**config.mk**
```make
export PLATFORM = sky130hd
export DESIGN_NAME = nvsram_host_ctrl
export DESIGN_NICKNAME = d
export VERILOG_FILES = /design/src/core/nvc_pkg.sv /design/src/core/tmr_if.sv /design/src/core/nvsram_host_ctrl.sv /design/src/core/cycle_timer.sv
export VERILOG_INCLUDE_DIRS = /design/src /design/src/core
export SDC_FILE = /design/constraint.sdc
export NUM_CORES = 1
export LEC_CHECK = 0
export BUFFER_PORTS_ARGS = -buffer_cell sky130_fd_sc_hd__buf_4
export CAP_MARGIN = 40
export CELL_PAD_IN_SITES_DETAIL_PLACEMENT = 1
export CELL_PAD_IN_SITES_GLOBAL_PLACEMENT = 1
export CORE_MARGIN = 2
export CORE_UTILIZATION = 44
export CTS_BUF_LIST = sky130_fd_sc_hd__clkbuf_4
export CTS_CLUSTER_SIZE = 24
export DETAILED_ROUTE_END_ITERATION = 10
export PLACE_DENSITY = 0.83
export SLEW_MARGIN = 25
export SYNTH_ARGS = -nofsm -noshare
export SYNTH_HDL_FRONTEND = slang
export SYNTH_SLANG_ARGS = --single-unit
```
**constraint.sdc**
```tcl
create_clock -name ref_clk -period 2.77 [get_ports ref_clk]
set_input_delay 0.4155 -clock ref_clk [delete_from_list [all_inputs] [get_ports ref_clk]]
set_output_delay 0.4155 -clock ref_clk [all_outputs]
set_load 0.05 [all_outputs]
```
**src/core/nvc_cfg.svh**
```systemverilog
// Constants for the nonvolatile SRAM host controller
`ifndef NVC_CFG_SVH
`define NVC_CFG_SVH

// ----------------------------------------------------------------
// Clock and bus widths
// ----------------------------------------------------------------
`define CLK_PERIOD_NS   10
`define ADDR_W          13
`define DATA_W          8
`define TMR_W           20

// ----------------------------------------------------------------
// Times in ns, as printed or chosen
// ----------------------------------------------------------------
`define STROBE_NS       30
`define RECALL_NS       20000
`define STORE_NS        10000000
`define RESTORE_NS      550000

// ----------------------------------------------------------------
// Unlock address sequence
// ----------------------------------------------------------------
`define SEQ_ADDR_0      13'h0000
`define SEQ_ADDR_1      13'h1555
`define SEQ_ADDR_2      13'h0AAA
`define SEQ_ADDR_3      13'h1FFF
`define SEQ_ADDR_4      13'h10F0
`define SEQ_STORE_LAST  13'h0F0F
`define SEQ_RECALL_LAST 13'h0F0E
`define SEQ_LAST_STEP   3'h5

// ----------------------------------------------------------------
// Command op codes on the user port
// ----------------------------------------------------------------
`define OP_CODE_READ    2'h0
`define OP_CODE_WRITE   2'h1
`define OP_CODE_STORE   2'h2
`define OP_CODE_RECALL  2'h3

`endif

```
**src/core/nvc_pkg.sv**
```systemverilog
// Types and helper functions for the nonvolatile SRAM host controller
`include "nvc_cfg.svh"

package nvc_pkg;

  // ----------------------------------------------------------------
  // Types
  // ----------------------------------------------------------------
  typedef enum logic [2:0] {
    ST_PWR_LOW,
    ST_RESTORE,
    ST_IDLE,
    ST_SETUP,
    ST_STROBE,
    ST_HOLD,
    ST_WAIT_NV
  } state_e;

  typedef enum logic [1:0] {
    OP_READ   = `OP_CODE_READ,
    OP_WRITE  = `OP_CODE_WRITE,
    OP_STORE  = `OP_CODE_STORE,
    OP_RECALL = `OP_CODE_RECALL
  } op_e;

  // ----------------------------------------------------------------
  // Functions
  // ----------------------------------------------------------------
  // Least time in ns to whole clock cycles, never below one
  function automatic int ns_to_cyc(input int ns);
    int c;
    c = (ns + `CLK_PERIOD_NS - 1) / `CLK_PERIOD_NS;
    return (c < 1) ? 1 : c;
  endfunction : ns_to_cyc

  // Address of one unlock step; the last step picks store or recall
  function automatic logic [`ADDR_W-1:0] seq_addr(input logic [2:0] step,
                                                  input logic       recall);
    logic [`ADDR_W-1:0] a;
    case (step)
      3'h0:    a = `SEQ_ADDR_0;
      3'h1:    a = `SEQ_ADDR_1;
      3'h2:    a = `SEQ_ADDR_2;
      3'h3:    a = `SEQ_ADDR_3;
      3'h4:    a = `SEQ_ADDR_4;
      default: a = recall ? `SEQ_RECALL_LAST : `SEQ_STORE_LAST;
    endcase
    return a;
  endfunction : seq_addr

endpackage : nvc_pkg

```
**src/core/tmr_if.sv**
```systemverilog
// Load and done signals between the controller and its wait timer
`timescale 1ns/1ps
`default_nettype none

interface tmr_if #(parameter int W = 20);
  logic         load;
  logic [W-1:0] value;
  logic         done;

  modport ctrl (output load, output value, input done);
  modport tmr  (input load, input value, output done);
endinterface : tmr_if

`default_nettype wire

```
**src/core/nvsram_host_ctrl.sv**
```systemverilog
// Host bus controller that drives an 8K x 8 nonvolatile SRAM through its pins
// Summary of operation
// - Host keeps address stable from write start until select or write rises.
// - Byte is stored at write's trailing edge; host holds data valid there.
// - Host keeps output enable high during writes; device drops drivers otherwise.
// - Host keeps write or select high when power-up recall ends.
// - Reads of 0000,1555,0AAA,1FFF,10F0,0F0F start a store.
// - Reads of 0000,1555,0AAA,1FFF,10F0,0F0E start a recall.
// - Host clocks each step with a select-framed read, never a write.
// - Host holds write enable high through all six unlock accesses.
`timescale 1ns/1ps
`default_nettype none
`include "nvc_cfg.svh"

module nvsram_host_ctrl
  import nvc_pkg::*;
#(
  parameter int ADDR_W      = `ADDR_W,
  parameter int DATA_W      = `DATA_W,
  parameter int TW          = `TMR_W,
  parameter int STROBE_CYC  = ns_to_cyc(`STROBE_NS),
  parameter int RECALL_CYC  = ns_to_cyc(`RECALL_NS),
  parameter int STORE_CYC   = ns_to_cyc(`STORE_NS),
  parameter int RESTORE_CYC = ns_to_cyc(`RESTORE_NS)
) (
  // Clock and reset
  input  wire logic              ref_clk,
  input  wire logic              rst_n,
  // Supply monitor, high while above power_fail_threshold
  input  wire logic              power_good,
  // User command port
  input  wire logic              cmd_valid,
  input  wire logic [1:0]        cmd_op,
  input  wire logic [ADDR_W-1:0] cmd_addr,
  input  wire logic [DATA_W-1:0] cmd_wdata,
  output logic                   cmd_ready,
  output logic                   rsp_valid,
  output logic                   rsp_err,
  output logic [DATA_W-1:0]      rsp_rdata,
  // Memory pins
  output logic                   chip_select_n,
  output logic                   output_enable_n,
  output logic                   write_enable_n,
  output logic [ADDR_W-1:0]      address_lines,
  output logic [DATA_W-1:0]      data_lines_o,
  output logic                   data_lines_oe,
  input  wire logic [DATA_W-1:0] data_lines_i
);

  // ----------------------------------------------------------------
  // State and wait timer
  // ----------------------------------------------------------------
  state_e            state_r;
  state_e            state_nxt;
  op_e               op_r;
  logic [2:0]        step_r;
  logic [2:0]        step_nxt;
  logic              cs_n_r;
  logic              oe_n_r;
  logic              we_n_r;
  logic              dq_oe_r;
  logic              ready_r;
  logic              rsp_v_r;
  logic              rsp_e_r;
  logic [ADDR_W-1:0] addr_r;
  logic [DATA_W-1:0] dq_o_r;
  logic [DATA_W-1:0] rdata_r;

  tmr_if #(.W(TW)) tmr ();

  cycle_timer #(.W(TW)) u_timer (
    .ref_clk (ref_clk),
    .rst_n   (rst_n),
    .t       (tmr)
  );

  // ----------------------------------------------------------------
  // Decode
  // ----------------------------------------------------------------
  wire       take      = cmd_valid && ready_r && (state_r == ST_IDLE) && power_good;
  wire op_e  op_nxt    = take ? op_e'(cmd_op) : op_r;
  wire       unlock    = (op_r == OP_STORE) || (op_r == OP_RECALL);
  wire       recall    = (op_r == OP_RECALL);
  wire       seq_done  = (step_r == `SEQ_LAST_STEP);
  wire       in_access = (state_r == ST_SETUP) || (state_r == ST_STROBE)
                      || (state_r == ST_HOLD) || (state_r == ST_WAIT_NV);
  wire       abort     = !power_good && in_access;
  wire       strobe_n  = (state_nxt != ST_STROBE);
  // Data stays driven past a write's trailing edge, even when supply loss cuts it
  wire       drive_nxt = (op_nxt == OP_WRITE) && (!we_n_r || (state_nxt == ST_SETUP)
                      || (state_nxt == ST_STROBE) || (state_nxt == ST_HOLD));
  wire       done_nxt  = (state_nxt == ST_IDLE) && ((state_r == ST_HOLD)
                      || (state_r == ST_WAIT_NV));
  wire       capture   = (state_r == ST_STROBE) && (state_nxt == ST_HOLD)
                      && (op_r == OP_READ);

  // Address moves only while select is high; unlock steps walk the table
  wire [ADDR_W-1:0] addr_nxt =
      take ? (((op_nxt == OP_STORE) || (op_nxt == OP_RECALL))
              ? seq_addr(3'h0, op_nxt == OP_RECALL) : cmd_addr)
    : ((state_r == ST_HOLD) && (state_nxt == ST_SETUP))
              ? seq_addr(step_nxt, recall) : addr_r;

  // ----------------------------------------------------------------
  // Next state
  // ----------------------------------------------------------------
  // Supply loss overrides everything and rearms the power-up wait
  always_comb
  begin
    state_nxt = state_r;
    step_nxt  = step_r;
    tmr.load  = 1'b0;
    tmr.value = '0;
    case (state_r)
      ST_PWR_LOW:
      begin
        tmr.load  = 1'b1;
        tmr.value = TW'(RESTORE_CYC);
        if (power_good)
          state_nxt = ST_RESTORE;
      end
      ST_RESTORE:
        if (tmr.done)
          state_nxt = ST_IDLE;
      ST_IDLE:
        if (take)
        begin
          state_nxt = ST_SETUP;
          step_nxt  = 3'h0;
        end
      ST_SETUP:
      begin
        tmr.load  = 1'b1;
        tmr.value = TW'(STROBE_CYC);
        state_nxt = ST_STROBE;
      end
      ST_STROBE:
        if (tmr.done)
          state_nxt = ST_HOLD;
      ST_HOLD:
        if (unlock && !seq_done)
        begin
          // Steps follow back to back so no other access can intervene
          state_nxt = ST_SETUP;
          step_nxt  = step_r + 3'h1;
        end
        else if (unlock)
        begin
          tmr.load  = 1'b1;
          tmr.value = recall ? TW'(RECALL_CYC) : TW'(STORE_CYC);
          state_nxt = ST_WAIT_NV;
        end
        else
          state_nxt = ST_IDLE;
      ST_WAIT_NV:
        if (tmr.done)
          state_nxt = ST_IDLE;
      default:
        state_nxt = ST_PWR_LOW;
    endcase
    if (!power_good)
    begin
      // No writes or stores go out below the threshold
      state_nxt = ST_PWR_LOW;
      tmr.load  = 1'b1;
      tmr.value = TW'(RESTORE_CYC);
    end
  end

  // ----------------------------------------------------------------
  // Control registers
  // ----------------------------------------------------------------
  // Sequence state and latched command
  always_ff @(posedge ref_clk or negedge rst_n)
  begin
    if (!rst_n)
    begin
      state_r <= ST_PWR_LOW;
      step_r  <= 3'h0;
      op_r    <= OP_READ;
    end
    else
    begin
      state_r <= state_nxt;
      step_r  <= step_nxt;
      op_r    <= op_nxt;
    end
  end

  // Pin strobes; write uses select plus write enable, output enable stays high
  always_ff @(posedge ref_clk or negedge rst_n)
  begin
    if (!rst_n)
    begin
      cs_n_r  <= 1'b1;
      we_n_r  <= 1'b1;
      oe_n_r  <= 1'b1;
      dq_oe_r <= 1'b0;
    end
    else
    begin
      cs_n_r  <= strobe_n;
      we_n_r  <= strobe_n || (op_nxt != OP_WRITE);
      oe_n_r  <= strobe_n || (op_nxt != OP_READ);
      dq_oe_r <= drive_nxt;
    end
  end

  // Address, write data and user answers
  always_ff @(posedge ref_clk or negedge rst_n)
  begin
    if (!rst_n)
    begin
      addr_r  <= '0;
      dq_o_r  <= '0;
      rdata_r <= '0;
      ready_r <= 1'b0;
      rsp_v_r <= 1'b0;
      rsp_e_r <= 1'b0;
    end
    else
    begin
      addr_r  <= addr_nxt;
      dq_o_r  <= take ? cmd_wdata : dq_o_r;
      rdata_r <= capture ? data_lines_i : rdata_r;
      ready_r <= (state_nxt == ST_IDLE);
      rsp_v_r <= done_nxt || abort;
      rsp_e_r <= abort;
    end
  end

  assign chip_select_n   = cs_n_r;
  assign output_enable_n = oe_n_r;
  assign write_enable_n  = we_n_r;
  assign address_lines   = addr_r;
  assign data_lines_o    = dq_o_r;
  assign data_lines_oe   = dq_oe_r;
  assign cmd_ready       = ready_r;
  assign rsp_valid       = rsp_v_r;
  assign rsp_err         = rsp_e_r;
  assign rsp_rdata       = rdata_r;
endmodule : nvsram_host_ctrl

`default_nettype wire

```
**src/core/cycle_timer.sv**
```systemverilog
// Down-counter that measures strobe widths and nonvolatile busy times
`timescale 1ns/1ps
`default_nettype none

module cycle_timer #(
  parameter int W = 20
) (
  // Clock and reset
  input  wire logic ref_clk,
  input  wire logic rst_n,
  // Control side
  tmr_if.tmr        t
);

  logic [W-1:0] cnt_r;

  // ----------------------------------------------------------------
  // Counter
  // ----------------------------------------------------------------
  // Load wins over counting, so a reload restarts the wait
  always_ff @(posedge ref_clk or negedge rst_n)
  begin
    if (!rst_n)
      cnt_r <= '0;
    else if (t.load)
      cnt_r <= t.value;
    else if (cnt_r != '0)
      cnt_r <= cnt_r - W'(1);
  end

  // Done straight from the count, no extra pipeline stage
  assign t.done = (cnt_r == '0);

endmodule : cycle_timer

`default_nettype wire

```
**After elaboration in Yosys (flattened, before gate mapping)**

Index checks and enable logic that the tools add are counted.

- ROM bits: 0
- RAM bits: 0
- Memories: 0
- Input port bits: 35
- Register bits: 64
- Logic and storage cells: 100
- Output and inout bits: 36
- Latch bits: 0

- Multiply operators: 0
- Shift-type cells: 0
- Div/mod/pow operators: 0
- Reduce and logical (&&, ||, !) cells: 35
- Add/subtract/negate cells: 2
- Bitwise operators: 0
- Equal/unequal tests: 22
- Multiplexer cells: 27
- Magnitude comparators: 0

Operators with widths:

| cell | count |
|---|---|
| $mux W20 | 6 |
| $pmux W13 S5 | 1 |
| $pmux W20 S3 | 1 |
| $mux W13 | 3 |
| $mux W3 | 8 |
| $eq A3 B3 Y1 const B | 7 |
| $logic_not A20 Y1 | 1 |
| $reduce_bool A20 Y1 | 1 |
| $sub A20 B1 Y20 const B | 1 |
| $eq A3 B2 Y1 const B | 6 |
| $pmux W3 S6 | 1 |
| $logic_or A1 B1 Y1 | 12 |
| $logic_and A1 B1 Y1 | 10 |
| $eq A2 B2 Y1 const B | 4 |
| $eq A3 B1 Y1 const B | 2 |
| $logic_not A3 Y1 | 2 |
| $pmux W3 S2 | 1 |
| $reduce_bool A2 Y1 | 3 |
| $mux W1 | 4 |
| $reduce_or A2 Y1 | 2 |
| $add A3 B1 Y3 const B | 1 |
| $logic_not A1 Y1 | 3 |
| $ne A3 B3 Y1 const B | 1 |
| $eq A2 B1 Y1 const B | 1 |
| other kinds (4) | 4 |

**Depth between registers and ports, before layout**

- Depth after elaboration: 11
- Gate-level depth with buffers: 9
- Mapped depth without buffers: 8

**Hierarchy**

Synthesis repeated with hierarchy kept, for this count alone.

- Cell total of the unflattened synthesis: 327
- Area, all modules: 3290.7 um^2

By module, submodules not included:

| module | times used | area each (um^2) | sequential area each (um^2) | cells each |
|---|---|---|---|---|
| nvsram_host_ctrl | 1 | 2088.3 | 1104.8 | 204 |
| cycle_timer | 1 | 1202.4 | 500.5 | 123 |

**Worst setup path before layout**

No wires, ideal clock.

- Path kind: register to register
- Start point: register u_timer.cnt_r[13]
- End point: register addr_r[11] (netlist: address_lines[11])
- Cell stages (with the launch flop): 9
- Data arrival time: 2379 ps
- Required time: 2645 ps
- Setup slack: 266 ps
- Setup time: 125 ps
- Path buffers: 2
- Clock period less this slack: 2504 ps
- Cell sequence: dfrtp_1 > or4_1 > buf_2 > or4_4 > a2111oi_4 > a211oi_2 > nand2_4 > buf_12 > mux2_4

- Longest elaborated chain between the ends: 7
- Elaborated cells on any way between the ends: 8
- Those cells by class: eq/ne: 1; mux: 4; reduce/logical: 3

Ends and longest elaborated chain:

| element | line | text |
|---|---|---|
| from (decl) | cycle_timer.sv:15 | `logic [W-1:0] cnt_r;` |
| from (signal assigned) | cycle_timer.sv:26 | `cnt_r <= t.value;` |
| from (signal assigned) | cycle_timer.sv:28 | `cnt_r <= cnt_r - W'(1);` |
| $logic_not A20 Y1 * | cycle_timer.sv:32 | `assign t.done = (cnt_r == '0);` |
| $mux W3 (on tied branches) | nvsram_host_ctrl.sv:123, nvsram_host_ctrl.sv:156, nvsram_host_ctrl.sv:138 |  |
| $pmux W3 S6 * | nvsram_host_ctrl.sv:114 | `case (state_r)` |
| $mux W3 * | nvsram_host_ctrl.sv:161 | `if (!power_good)` |
| named net state_nxt[0] | nvsram_host_ctrl.sv:54 | `state_e state_nxt;` |
| $eq A3 B2 Y1 * | nvsram_host_ctrl.sv:101 | `: ((state_r == ST_HOLD) && (state_nxt == ST_SETUP))` |
| $logic_and A1 B1 Y1 * | nvsram_host_ctrl.sv:101 |  |
| $reduce_bool A2 Y1 (no source line) * | - |  |
| to (signal assigned) | nvsram_host_ctrl.sv:223 | `addr_r <= addr_nxt;` |
| to (decl) | nvsram_host_ctrl.sv:65 | `logic [ADDR_W-1:0] addr_r;` |

Mark *: on every way through the listed nets, which the timed path passes. The rest lies on a longest branch.
A chain may end at the register's enable or synchronous reset.

**Final worst setup path**

- Start point: register u_timer.cnt_r[13]
- End point: register addr_r[6] (netlist: address_lines[6])

The elaborated chain is that of the path after synthesis.

==> impl_metrics.csv <==
group,metric,value,unit
run_status,status,"finished, final reports clean",
setup_path,setup.worst_path.end_class,"register",
detailed_routing,wl_met1,4080,um
grt,grt_pass1_wl,15100,um
cells_and_area,multi_input_area,0.00163,mm2
setup_path,cp_max_fo,14,
power,vdd_ir_drop_max,0.458,mV
detailed_routing,ratio_of_routed_vias_to_standard_cells,5.56,
cells_and_area,instances_no_fill,503,
synth,synth_fp_nets,354,
cells_and_area,drive_above_1_share,35.4,%
floorplan,area_inside_the_core_boundary,0.00729,mm2
cells_and_area,final.fill_count,845,
synth,ys_seq_area_share,48.1,%
clock_network,cts_tree,"done",
timing,fin_crit_sh,95.0,%
cells_and_area,layout.cells.most_common_list,"buf_4 (83), dfrtp_1 (61), nand2_1 (26)",
synth,asyncSetResetFlopFracSynth,100,%
placed_design,post-place-cells,484,
detailed_routing,wl_met3,363,um
clock_network,cts-htree-levels,3,
grt,grt_overflow_total,0,
synth,synth-simple-area-share,18.5,%
timing,min_setup_slack_post_route,0.137,ns
placed_design,placement.setup.worst_slack,0.151,ns
setup_path,critPathRequiredTime,3.09,ns
setup_path,arrival,2.96,ns
cells_and_area,most_common_library_cell_in_the_layout_ignoring_fill_and_taps,"buf_4",
setup_path,timing_worst_setup_path_type,"register to register",
synth,synth-compound-area-share,13.7,%
timing,totalNegativeSetupSlack,0,ns
cells_and_area,register_area,0.00161,mm2
cells_and_area,area.growth.synth_to_final,25.8,%
grt,globalRouteTotalUtil,22.8,%
timing,fmax,380,MHz
run,max-cap-violations,0,
floorplan,fp.dieH,91.1,um
power,design_power_total,2.19,mW
detailed_routing,drt_first_iter_violations,151,
timing,grt_setup_unrepaired,"false",
timing,report.final.slew_viol_count,0,
detailed_routing,postRouteWirelength,9380,um
clock_network,cts_max_path_buffers,2,
detailed_routing,drt-wirelength-per-cell,18.6,um
cells_and_area,antenna-diode-count,0,
floorplan,dieArea,0.00830,mm2
floorplan,initial_core_util,45.8,%
setup_path,cp-start-kind,"register",
clock_network,clkSlewWorstSetupHoldPaths,0.13,ns
synth,synth_fa_ha_area_share,1.50,%
detailed_routing,wl_met2,4760,um
detailed_routing,drt.antenna.violating_nets,0,
detailed_routing,route.detailed.drc,0,
synth,postSynthRegisterBits,64,
timing,slew_headroom,60.4,%
clock_network,postCtsSetupRepairBufs,0,
synth,number_of_enable_type_register_cells_in_the_synthesized_netlist,0,
synth,syn_area_per_cell,10.6,um2
timing,clock_skew,0.0201,ns
synth,synth_top_family_by_area,"simple AND/OR/NAND/NOR gates",
synth,synth_xor_area_share,4.20,%
placed_design,io_buffer_count,70,
worst_hold_path,hold_depth,2,
setup_path,critical-path-max-stage-delay,0.54,ns
synth,syn-instance-count,315,
power,power_per_cell_area,522,mW/mm2
clock_network,cts_inserted_buffers,9,
grt,vias_in_the_first_global_route,3011,
setup_path,timing.critical_path.slowest_stage_cell,"or4_1",
placed_design,finalWeightedCongestion,0.830,
cells_and_area,postLayoutCoreUtil,57.6,%
clock_network,clock_sink_count,64,
clock_network,ctsRootBufferMaster,"clkbuf_4",
placed_design,place.detailed.hpwl,6770,um
cells_and_area,layout.nets,438,
detailed_routing,drt_first_pass_iters,4,
floorplan,row_count,31,
synth,synth.distinct_cells,51,
worst_hold_path,worst_hold_path_type,"input port to register",
synth,synth_mux_area_share,11.0,%
setup_path,cell_by_cell_trace_of_the_critical_path,"or4_1 > buf_4 > nor4_4 > nand3_4 > a211oi_2 > nand2_4 > mux2_4",
grt,maximum_number_of_pins_on_one_net_before_global_route_repair,65,
floorplan,chipWidth,91.1,um
clock_network,clock_latency,0.44,ns
timing,final-setup-viol-count,0,
timing,period_minus_slack,2.63,ns
synth,flip_flop_cell_with_the_highest_count_after_synthesis,"dfrtp_1",
grt,initial_antenna_violation_count,0,
detailed_routing,topRoutingLayerUsed,"met4",
timing,worst_pin_slew,0.593,ns
detailed_routing,via_count,2796,
power,cellLeakagePower,1.96,nW
timing,final-hold-violation-count,0,
setup_path,reg2reg_depth,7,
synth,syn-cell-area,0.00334,mm2
synth,synthesis.yosys.warnings,0,
floorplan,ios,71,
-- power breakdown --
group	switching (mW)	total [mW]	internal, mW
sequential	0.0520	1.04	0.992
combinational	0.302	0.493	0.191
clock	0.379	0.654	0.274
total	0.733	2.19	1.46
-- area by class of cell --
class	instances	share of cell area (%)
timing repair buffer	85	15.7
multi-input combinational	229	38.9
inverter	10	0.894
sequential	64	38.2
clock inverter	7	1.70
tap	99	2.95
clock buffer	9	1.61
-- per-layer routing --
metal  track usage, %  up-vias
li1                 -     1305
met1             29.7     1408
met2             37.8       69
met3             3.82       14
met4             9.34        0
met5                0        -
-- critical path, delay by kind of cell (launching register included) --
kind | cells | cell delay, ns
compound gates | 1 | 0.33
buf+inv | 1 | 0.18
flops | 1 | 0.43
mux | 1 | 0.35
simple gates | 4 | 1.23
-- synthesized netlist by cell type, drive strengths merged (2+ instances only) --
cell	number	area [um2]
dfrtp	61	1530
mux2	27	327
nand2	27	109
nand3	20	113
nor2	19	71.3
o21ai	19	95.1
a21oi	13	65.1
xnor2	11	96.3
clkbuf	10	37.5
inv	10	37.5
nor4	8	65.1
a211o	7	61.3
a31oi	6	37.5
and2	6	37.5
and3	6	38.8
nor3	6	30.0
nand2b	5	31.3
xor2	5	43.8
ha	4	50.1
mux2i	4	40.0
or3	4	25.0
or4	4	35.0
a22oi	3	22.5
dfstp	3	78.8
nor2b	3	18.8
a2111oi	2	55.1
a211oi	2	25.0
a21boi	2	15.0
a21o	2	15.0
buf	2	25.0
nand4	2	12.5
-- timing repair --
| item | in CTS | in global routing |
|---|---|---|
| endpoints found under the hold margin | 0 | 10 |
| resized for setup | 0 | 0 |
| hold buffers | 0 | 1 |
-- metrics by stage --
step,hold slack [ns],area [um2]
finish,0.206,4200
global route,0.198,4200
CTS,0.0868,4150
detailed placement,0.499,4020
global placement,0.490,4020
floorplan,0.120,3340
-- registers in the layout, indices dropped and copies added, names as in the netlist, 2 cells and up --
register / flops
address_lines: 13
data_lines_o: 8
op_r: 2
rsp_rdata: 8
state_r: 3
step_r: 3
u_timer.cnt_r: 20
-- logic make-up after synthesis --
logic type | count (synthesis)
muxes | 31
adders and majority gates | 4
AOI/OAI and AO/OA | 64
and+or+nand+nor | 114
buffers and inverters | 22
DFF | 64
xor gates and xnor gates | 16
-- worst paths after layout --
kind	endpoint	slack, ns	from
worst max-delay path	address_lines[6]$_DFFE_PN0P_	0.14	u_timer.cnt_r[13]$_DFFE_PN0P_
worst min-delay path	data_lines_o[0]$_DFFE_PN0N_	0.21	cmd_wdata[0]
worst max register to register	address_lines[6]$_DFFE_PN0P_	0.14	u_timer.cnt_r[13]$_DFFE_PN0P_
worst min register to register	data_lines_oe$_DFF_PN0_	0.53	write_enable_n$_DFF_PN1_
max in group asynchronous	write_enable_n$_DFF_PN1_	1.86	rst_n
min in group asynchronous	u_timer.cnt_r[7]$_DFFE_PN0P_	0.35	rst_n
(Power assumes the default switching activity.)
